$ cat config.mk
export PLATFORM = sky130hd
export DESIGN_NAME = agp_bridge_isa_io_and_error_control
export DESIGN_NICKNAME = d
export VERILOG_FILES = /design/src/design/agp_bridge_pkg.sv /design/src/design/agp_bridge_isa_io_and_error_control.sv
export SDC_FILE = /design/constraint.sdc
export NUM_CORES = 1
export LEC_CHECK = 0
export ABC_CLOCK_PERIOD_IN_PS = 2200
export BUFFER_PORTS_ARGS = -buffer_cell sky130_fd_sc_hd__clkbuf_2
export CORE_UTILIZATION = 53
export CTS_CLUSTER_DIAMETER = 200
export DETAILED_ROUTE_END_ITERATION = 12
export GPL_ROUTABILITY_DRIVEN = 0
export PLACE_DENSITY = 0.8
export SETUP_SLACK_MARGIN = 0.4
export SLEW_MARGIN = 20
export SYNTH_ARGS = -nofsm -noshare
export SYNTH_HDL_FRONTEND = slang
export SYNTH_SLANG_ARGS = --single-unit
$ cat constraint.sdc
create_clock -name hclk -period 2.2 [get_ports hclk]
set_input_delay 0.11 -clock hclk [delete_from_list [all_inputs] [get_ports hclk]]
set_output_delay 0.11 -clock hclk [all_outputs]
set_load 0.05 [all_outputs]
$ cat src/design/agp_bridge_pkg.sv
// Package for the bridge ISA-alias filter and error control block.
// Assumes one 200 MHz clock and a 32-bit AHB-Lite register bus.
package agp_bridge_pkg;

	// Register byte addresses
	localparam logic [7:0] ADDR_ERROR_COMMAND  = 8'h40;
	localparam logic [7:0] ADDR_BRIDGE_CONTROL = 8'h44;
	localparam logic [7:0] ADDR_IO_WINDOW      = 8'h48;
	localparam logic [7:0] ADDR_IRQ_STATUS     = 8'h4C;
	localparam logic [7:0] ADDR_IRQ_MASK       = 8'h50;

	// Error command fields
	localparam int          ERRCMD_TABORT_BIT = 0;
	localparam logic [7:0]  ERRCMD_RESET      = 8'h00;
	localparam logic [7:0]  ERRCMD_WR_MASK    = 8'h01;

	// Bridge control fields
	localparam int BCTL_PARITY_RESP_BIT = 0;
	localparam int BCTL_SERR_FWD_BIT    = 1;
	localparam int BCTL_ISA_FILTER_BIT  = 2;
	localparam int BCTL_SERRE_BIT       = 8;
	localparam logic [8:0] BCTL_RESET   = 9'h000;
	localparam logic [8:0] BCTL_WR_MASK = 9'h107;

	// I/O window fields
	localparam int IO_ADDR_W         = 16;
	localparam int IOWIN_LIMIT_LSB   = 16;
	localparam logic [15:0] IO_BASE_RESET  = 16'hFFFF;
	localparam logic [15:0] IO_LIMIT_RESET = 16'h0000;

	// ISA alias: bits 9:8 nonzero select the upper 768 bytes of a 1KB block
	localparam int ISA_ALIAS_MSB = 9;
	localparam int ISA_ALIAS_LSB = 8;

	// Interrupt status bits
	localparam int IRQ_W             = 4;
	localparam int IRQ_PARITY_BIT    = 0;
	localparam int IRQ_TABORT_BIT    = 1;
	localparam int IRQ_SERR_BIT      = 2;
	localparam int IRQ_ISA_BIT       = 3;
	localparam logic [IRQ_W-1:0] IRQ_RESET = 4'h0;

	// AHB encodings
	localparam logic [1:0] HTRANS_NONSEQ = 2'h2;
	localparam logic [1:0] HTRANS_SEQ    = 2'h3;
	localparam logic [1:0] HRESP_OKAY    = 2'h0;

	typedef struct packed {
		logic                 valid;
		logic [IO_ADDR_W-1:0] addr;
	} io_req_t;

	typedef struct packed {
		logic valid;
		logic to_secondary;
		logic to_hub;
	} io_route_t;

	typedef struct packed {
		logic parity;
		logic tabort;
		logic other;
	} err_evt_t;

endpackage

$ cat src/design/agp_bridge_isa_io_and_error_control.sv
// ISA-alias I/O routing, secondary parity and target-abort error reporting,
// with an AHB-Lite register slave and a level interrupt.
// Assumes request and error inputs come from logic on hclk.
//
// The AHB-Lite slave port was chosen for this implementation.
`timescale 1ns/1ps
module agp_bridge_isa_io_and_error_control
	import agp_bridge_pkg::*;
(
	input  wire logic        hclk,
	input  wire logic        hresetn,
	input  wire logic        hsel,
	input  wire logic [31:0] haddr,
	input  wire logic [1:0]  htrans,
	input  wire logic        hwrite,
	input  wire logic [2:0]  hsize,
	input  wire logic [31:0] hwdata,
	input  wire logic        hready,
	output logic      [31:0] hrdata,
	output logic             hreadyout,
	output logic      [1:0]  hresp,
	input  wire io_req_t     io_req,
	output io_route_t        io_route,
	input  wire err_evt_t    err_evt,
	output logic             serr_cycle,
	output logic             irq
);

	typedef struct packed {
		logic                 hreadyout;
		logic [31:0]          hrdata;
		logic                 pend_write;
		logic                 pend_read;
		logic [7:0]           pend_addr;
		logic [7:0]           err_cmd;
		logic [8:0]           bctl;
		logic [15:0]          io_base;
		logic [15:0]          io_limit;
		logic [IRQ_W-1:0]     irq_status;
		logic [IRQ_W-1:0]     irq_mask;
		logic                 irq;
		io_route_t            route;
		logic                 serr;
	} state_t;

	state_t state_reg;
	state_t state_next;

	logic                 in_window;
	logic                 isa_alias;
	logic                 filtered;
	logic                 parity_report;
	logic                 other_report;
	logic                 tabort_report;
	logic                 addr_phase;
	logic [IRQ_W-1:0]     irq_set;
	logic [IRQ_W-1:0]     irq_clr;
	logic [31:0]          rd_value;

	assign addr_phase = hsel && hready && (htrans == HTRANS_NONSEQ || htrans == HTRANS_SEQ);

	// Window compare and ISA alias detection
	assign in_window = (io_req.addr >= state_reg.io_base) && (io_req.addr <= state_reg.io_limit);
	assign isa_alias = (io_req.addr[ISA_ALIAS_MSB:ISA_ALIAS_LSB] != 2'h0);
	assign filtered  = in_window && state_reg.bctl[BCTL_ISA_FILTER_BIT] && isa_alias;

	// Error reporting terms; forward bit deliberately unused
	assign parity_report = err_evt.parity && state_reg.bctl[BCTL_PARITY_RESP_BIT]
		&& state_reg.bctl[BCTL_SERRE_BIT];
	assign other_report  = err_evt.other && state_reg.bctl[BCTL_SERRE_BIT];
	assign tabort_report = err_evt.tabort && state_reg.err_cmd[ERRCMD_TABORT_BIT];

	always_comb begin
		rd_value = 32'h0000_0000;
		case (state_reg.pend_addr)
			ADDR_ERROR_COMMAND: begin
				rd_value[7:0] = state_reg.err_cmd;
			end
			ADDR_BRIDGE_CONTROL: begin
				rd_value[8:0] = state_reg.bctl;
			end
			ADDR_IO_WINDOW: begin
				rd_value = {state_reg.io_limit, state_reg.io_base};
			end
			ADDR_IRQ_STATUS: begin
				rd_value[IRQ_W-1:0] = state_reg.irq_status;
			end
			ADDR_IRQ_MASK: begin
				rd_value[IRQ_W-1:0] = state_reg.irq_mask;
			end
			default: begin
				rd_value = 32'h0000_0000;
			end
		endcase
	end

	always_comb begin
		state_next = state_reg;
		irq_set    = IRQ_RESET;
		irq_clr    = IRQ_RESET;

		// Bus slave: writes land in the data phase, reads take one wait state
		state_next.hreadyout  = 1'b1;
		state_next.pend_write = 1'b0;
		if (state_reg.pend_write) begin
			case (state_reg.pend_addr)
				ADDR_ERROR_COMMAND: begin
					state_next.err_cmd = hwdata[7:0] & ERRCMD_WR_MASK;
				end
				ADDR_BRIDGE_CONTROL: begin
					state_next.bctl = hwdata[8:0] & BCTL_WR_MASK;
				end
				ADDR_IO_WINDOW: begin
					state_next.io_base  = hwdata[IO_ADDR_W-1:0];
					state_next.io_limit = hwdata[IOWIN_LIMIT_LSB+IO_ADDR_W-1:IOWIN_LIMIT_LSB];
				end
				ADDR_IRQ_STATUS: begin
					irq_clr = hwdata[IRQ_W-1:0];
				end
				ADDR_IRQ_MASK: begin
					state_next.irq_mask = hwdata[IRQ_W-1:0];
				end
				default: begin
					state_next.pend_write = 1'b0;
				end
			endcase
		end
		if (state_reg.pend_read) begin
			state_next.hrdata    = rd_value;
			state_next.pend_read = 1'b0;
		end
		if (addr_phase) begin
			state_next.pend_addr  = haddr[7:0] & ((haddr[31:8] == 24'h000000) ? 8'hFF : 8'h00);
			state_next.pend_write = hwrite;
			state_next.pend_read  = !hwrite;
			state_next.hreadyout  = hwrite;
		end

		// I/O routing, one cycle after the request
		state_next.route.valid        = io_req.valid;
		state_next.route.to_secondary = io_req.valid && in_window && !filtered;
		state_next.route.to_hub       = io_req.valid && (!in_window || filtered);

		// SERR special cycle request
		state_next.serr = parity_report || other_report || tabort_report;

		// Sticky events: set wins over a same-cycle clear
		irq_set[IRQ_PARITY_BIT] = err_evt.parity;
		irq_set[IRQ_TABORT_BIT] = err_evt.tabort;
		irq_set[IRQ_SERR_BIT]   = state_next.serr;
		irq_set[IRQ_ISA_BIT]    = io_req.valid && filtered;
		state_next.irq_status   = (state_reg.irq_status & ~irq_clr) | irq_set;
		state_next.irq          = |(state_next.irq_status & state_next.irq_mask);
	end

	always_ff @(posedge hclk or negedge hresetn) begin
		if (!hresetn) begin
			state_reg.hreadyout  <= 1'b1;
			state_reg.hrdata     <= 32'h0000_0000;
			state_reg.pend_write <= 1'b0;
			state_reg.pend_read  <= 1'b0;
			state_reg.pend_addr  <= 8'h00;
			state_reg.err_cmd    <= ERRCMD_RESET;
			state_reg.bctl       <= BCTL_RESET;
			state_reg.io_base    <= IO_BASE_RESET;
			state_reg.io_limit   <= IO_LIMIT_RESET;
			state_reg.irq_status <= IRQ_RESET;
			state_reg.irq_mask   <= IRQ_RESET;
			state_reg.irq        <= 1'b0;
			state_reg.route      <= '0;
			state_reg.serr       <= 1'b0;
		end else begin
			state_reg <= state_next;
		end
	end

	assign hrdata     = state_reg.hrdata;
	assign hreadyout  = state_reg.hreadyout;
	assign hresp      = HRESP_OKAY;
	assign io_route   = state_reg.route;
	assign serr_cycle = state_reg.serr;
	assign irq        = state_reg.irq;
endmodule

# Word-level counts from Yosys, hierarchy flattened
# Index checks and enable logic that the tools add are counted.
[word_totals]
ff_bits = 93
latch_bits = 0
mem_bits_rw = 0
rom_bits = 0
input_bits = 94
elab_cells = 67
memories = 0
[op_classes]
n_addsub = 0
n_mul = 0
n_div = 0
order_cmp = 2
eq_ne = 7
shifts = 0
mux = 11
bitwise = 5
reduce_logical = 26
[op_table]
columns = ["operator", "n"]
rows = [
  ["$eq 8x7->1 const B", 5],
  ["$logic_not 24->1", 1],
  ["$mux 23", 1],
  ["$mux 4", 5],
  ["$pmux 4 s5", 1],
  ["$ge 16x16->1", 1],
  ["$le 16x16->1", 1],
  ["$logic_and 1x1->1", 13],
  ["$mux 10", 1],
  ["$and 4x4->4", 2],
  ["$and 8x8->8", 1],
  ["$mux 8", 1],
  ["$reduce_and 2->1", 3],
  ["$eq 2x2->1 const B", 2],
  ["$logic_or 1x1->1", 4],
  ["$not 4->4", 1],
  ["$or 4x4->4", 1],
  ["$reduce_or 4->1", 1],
  ["$logic_not 1->1", 3],
  ["$pmux 1 s2", 1],
  ["$reduce_bool 2->1", 1],
  ["$mux 1", 1],
]

# Longest topological paths before layout
[logic_depth]
word_depth = 8
depth_mapped = 8
depth_no_buf = 7

# Worst setup path after synthesis
# No wires, ideal clock.
[synth_timing]
path_type = "reg-to-reg"
startpoint = "register state_reg[42] (netlist bit)"
endpoint = "register state_reg, in the netlist io_route[0]"
t_arrival_ns = 1.848
required_ns = 2.076
slack_ns = 0.228
path_stages_with_launch = 8
path_buffers = 0
cell_sequence = "dfstp_2 inv_1 ha_1 and4_1 nand2_1 o311ai_1 nor2_1 o31a_1"
[synth_rtl]
columns = ["element", "line_no", "rtl"]
rows = [
  ["start, declared", "agp_bridge_isa_io_and_error_control.sv:46", "state_t state_reg;"],
  ["start signal, assigned", "agp_bridge_isa_io_and_error_control.sv:173", "state_reg <= state_next;"],
]

==> results.md <==
* Worst setup EP type: register
* First-pass DRT Iterations at 5
* Area of the die at 9870 sq um
* Crit-path cells: inv_2 > ha_4 > a21oi_1 > o21ai_1 > a221o_1 > o31a_1 > o31a_1
* Final worst slack at 0.198 ns
* Compound-Gate Fraction of Synth Area at 10.4%
* Antenna violations before repair at 0
* Flop-to-flop setup slack at 0.20 ns
* Clock Tree Buf Depth at 2
* Largest family of logic cells by synthesized area: buffers and inverters
* Max-Cap Viols at 0
* Area growth syn-to-layout at 30.2%
* Initial Utilization at 54.6%
* Critical path startpoint: state_reg[20]$_DFFE_PN0P_
* Fin crit period at 2.00 ns
* DRT Wirelength at roughly 12,000 um
* Worst Skew at approximately 0.010 ns
* Crit Path Class: register to register
* Share of layout cells above drive strength 1 at between 40% and 50%
* Post-synth top area cell: dfrtp_1
* Synth Area in Simple Gates at 11.3%
* Unrepaired setup endpoints after global routing: yes
* TritonCTS clock tree: built
* Total CTS buffers at 9
* Most common cell in the synthesized netlist: dfrtp_1
* Worst skew pair latency at 0.36 ns
* CP bufs+invs at 1
* Core Footprint at 9200 sq um
* Total gr overflow at 0
* DR WL/cell at 16.9 um
* Max H-tree Level at 3
* Pin count of the biggest net entering global routing at 55
* Final Setup Violations at 0
* DRC viols at 0
* Boundary Pins at 134
* Power, Total at roughly 3.6 mW
* Outcome: completed
* Post-Synthesis Cell Area at 5020 sq um
* Worst path depth at 7
* Max reg flops at 55
* Crit start category: register
* CP top delay family: compound AO/OA/AOI/OAI gates
* Global-route wire length before repair at 19,600 um
* Top-area cell type share of the netlist area at 37.9%
* Setup tns final at 0 ns
* Most used cell, CP: o31a_1
* Yosys warns at 0
* XOR/XNOR Fraction of Synth Area at 0%
* Synthesized-area fraction occupied by adder cells at about 8.0%
* CTS root buffer: clkbuf_8
* Critical Path Sink: io_route[0]$_DFF_PN0_
* Antenna-violating nets left at 0
* R2R Path Start: state_reg[20]$_DFFE_PN0P_
* Critical path's slowest cell: dfrtp_1
* Maximum clock frequency at between 0.4 and 0.5 GHz
* Register bit count reported by yosys at 93
* ANT cells at 0
* Largest stage delay, worst path at 0.41 ns
* Slew headroom at around 60%
* Static leakage at 3.19 nW
* Post-route insts no fill at 733
* Reg2Reg Depth at 7
* Final hold vios at 0
* Vias/cell at 5.47
* Ys flop type: dfrtp_1
* Clock transition at path regs at 0.09 ns
* Hold Slack at 0.0139 ns
* GRT Util Overall at 25.4%
* Die X at approximately 99 um
* Place WS at 0.0966 ns
* Async SR Flop Fraction at 100%
* Hold crit path type: input port to register
* Unique masters post-synth at 46
* Required time of the critical path at 2.45 ns
* Worst Path Max Fanout at 4
* Worst-Margin Slew at slightly above 0.6 ns
* # clock sinks at 93
* Drt initial violations at 146
* Avg Inst Size Synth at 10.8 sq um
* Post-DP HPWL at 8260 um
* Vias in the first global route at ~4,000
* Post-Place Cells at 657
* # nets final at 743
* IO Port Bufs at between 100 and 150
* EDFF count, synth at 0
* R2R Path End: io_route[0]$_DFF_PN0_
* Synth area leaders: dfrtp_1 (38%), dfstp_2 (8.9%), mux2_4 (8.1%)
* Post-synthesis mux area share at around 11%
* Cells after Synth at approximately 470
* Commonest cells in the synthesized netlist: dfrtp_1 (76), inv_1 (63), nand3_1 (40), buf_4 (38), o21ai_0 (37)
* Power per Cell Area at 547 nW/um^2
* Critical path arrival at 2.25 ns
* Vias at approximately 4,000
* Slew Limit Fails at 0
* Max IR drop VDD at roughly 360 uV
* Num rows at 35
* Chip Height at 99.3 um
* Period utilisation layout at between 90% and 100%
* Sequential-to-total area share from yosys stat at a little under half
[cell families after synthesis]
| group | after synthesis |
|---|---|
| other cells | 1 |
| simple gates | 101 |
| buf+inv | 117 |
| flops | 93 |
| compound gates | 82 |
| mux | 41 |
| fa+ha+maj | 32 |
[stage by stage]
step,cell area [sq um],util (%)
3_3_place_gp,5530,60.1
6_report,6540,71.1
4_1_cts,6340,69.0
2_1_floorplan,5070,-
5_1_grt,6540,71.1
3_5_place_dp,5530,60.1
[placed cells by master (no fill, tap or decap), types with 3 or more instances in the layout]
| cell | n |
|---|---|
| a21oi_1 | 9 |
| a21oi_2 | 4 |
| a221oi_1 | 3 |
| a22o_1 | 9 |
| and2_1 | 5 |
| buf_4 | 27 |
| clkbuf_2 | 126 |
| clkbuf_8 | 10 |
| dfrtp_1 | 74 |
| dfstp_2 | 17 |
| dlygate4sd3_1 | 36 |
| ha_1 | 16 |
| ha_4 | 16 |
| inv_1 | 52 |
| inv_2 | 11 |
| mux2_2 | 11 |
| mux2_4 | 27 |
| nand2_1 | 12 |
| nand2b_1 | 4 |
| nand3_1 | 39 |
| nand4_1 | 5 |
| nor2_1 | 11 |
| nor2b_1 | 3 |
| nor4_1 | 6 |
| o21a_1 | 3 |
| o21ai_0 | 34 |
| o21ai_1 | 3 |
[metal layers]
metal	vias to the layer above	track usage [%]	wire, um
li1	1876	-	-
met1	1938	32.0	5130
met2	170	45.0	6360
met3	23	3.79	635
met4	0	8.37	230
met5	-	0	0
[how the worst min path moves through the flow]
stage | start | end | cells past startpoint
2_1_floorplan | hresetn | hrdata[0]$_DFFE_PN0P_ | 0
3_3_place_gp | hresetn | hrdata[22]$_DFFE_PN0P_ | 1
3_5_place_dp | hresetn | hrdata[22]$_DFFE_PN0P_ | 1
4_1_cts | hwdata[8] | state_reg[37]$_DFFE_PN1P_ | 2
5_1_grt | hwdata[31] | state_reg[28]$_DFFE_PN0P_ | 2
6_report | hwdata[31] | state_reg[28]$_DFFE_PN0P_ | 2
[report_power, final]
part | switching (mW) | internal (mW) | total, mW
Combinational | 0.329 | 0.294 | 0.623
Clock | 0.579 | 0.556 | 1.13
Sequential | 0.0430 | 1.78 | 1.82
Total | 0.951 | 2.63 | 3.58
[layout make-up]
cell class,instances,area (sq um)
Multi-Input combinational cell,259,2380
Inverter,63,236
Tap cell,111,139
Clock inverter,4,50.0
Clock buffer,12,145
Fill cell,640,2660
Sequential cell,93,2350
Timing Repair Buffer,191,1230
[repair_timing]
| action | CTS | global route |
|---|---|---|
| hold endpoints to repair | 70 | 1 |
| resized for setup | 21 | 24 |
| cloned | 1 | 0 |
| buffers inserted | 17 | 6 |
| setup endpoints to repair | 52 | 20 |
| hold buffers | 35 | 1 |
| pin swaps | 16 | 13 |
No activity file was read; power rests on OpenSTA's default activity.
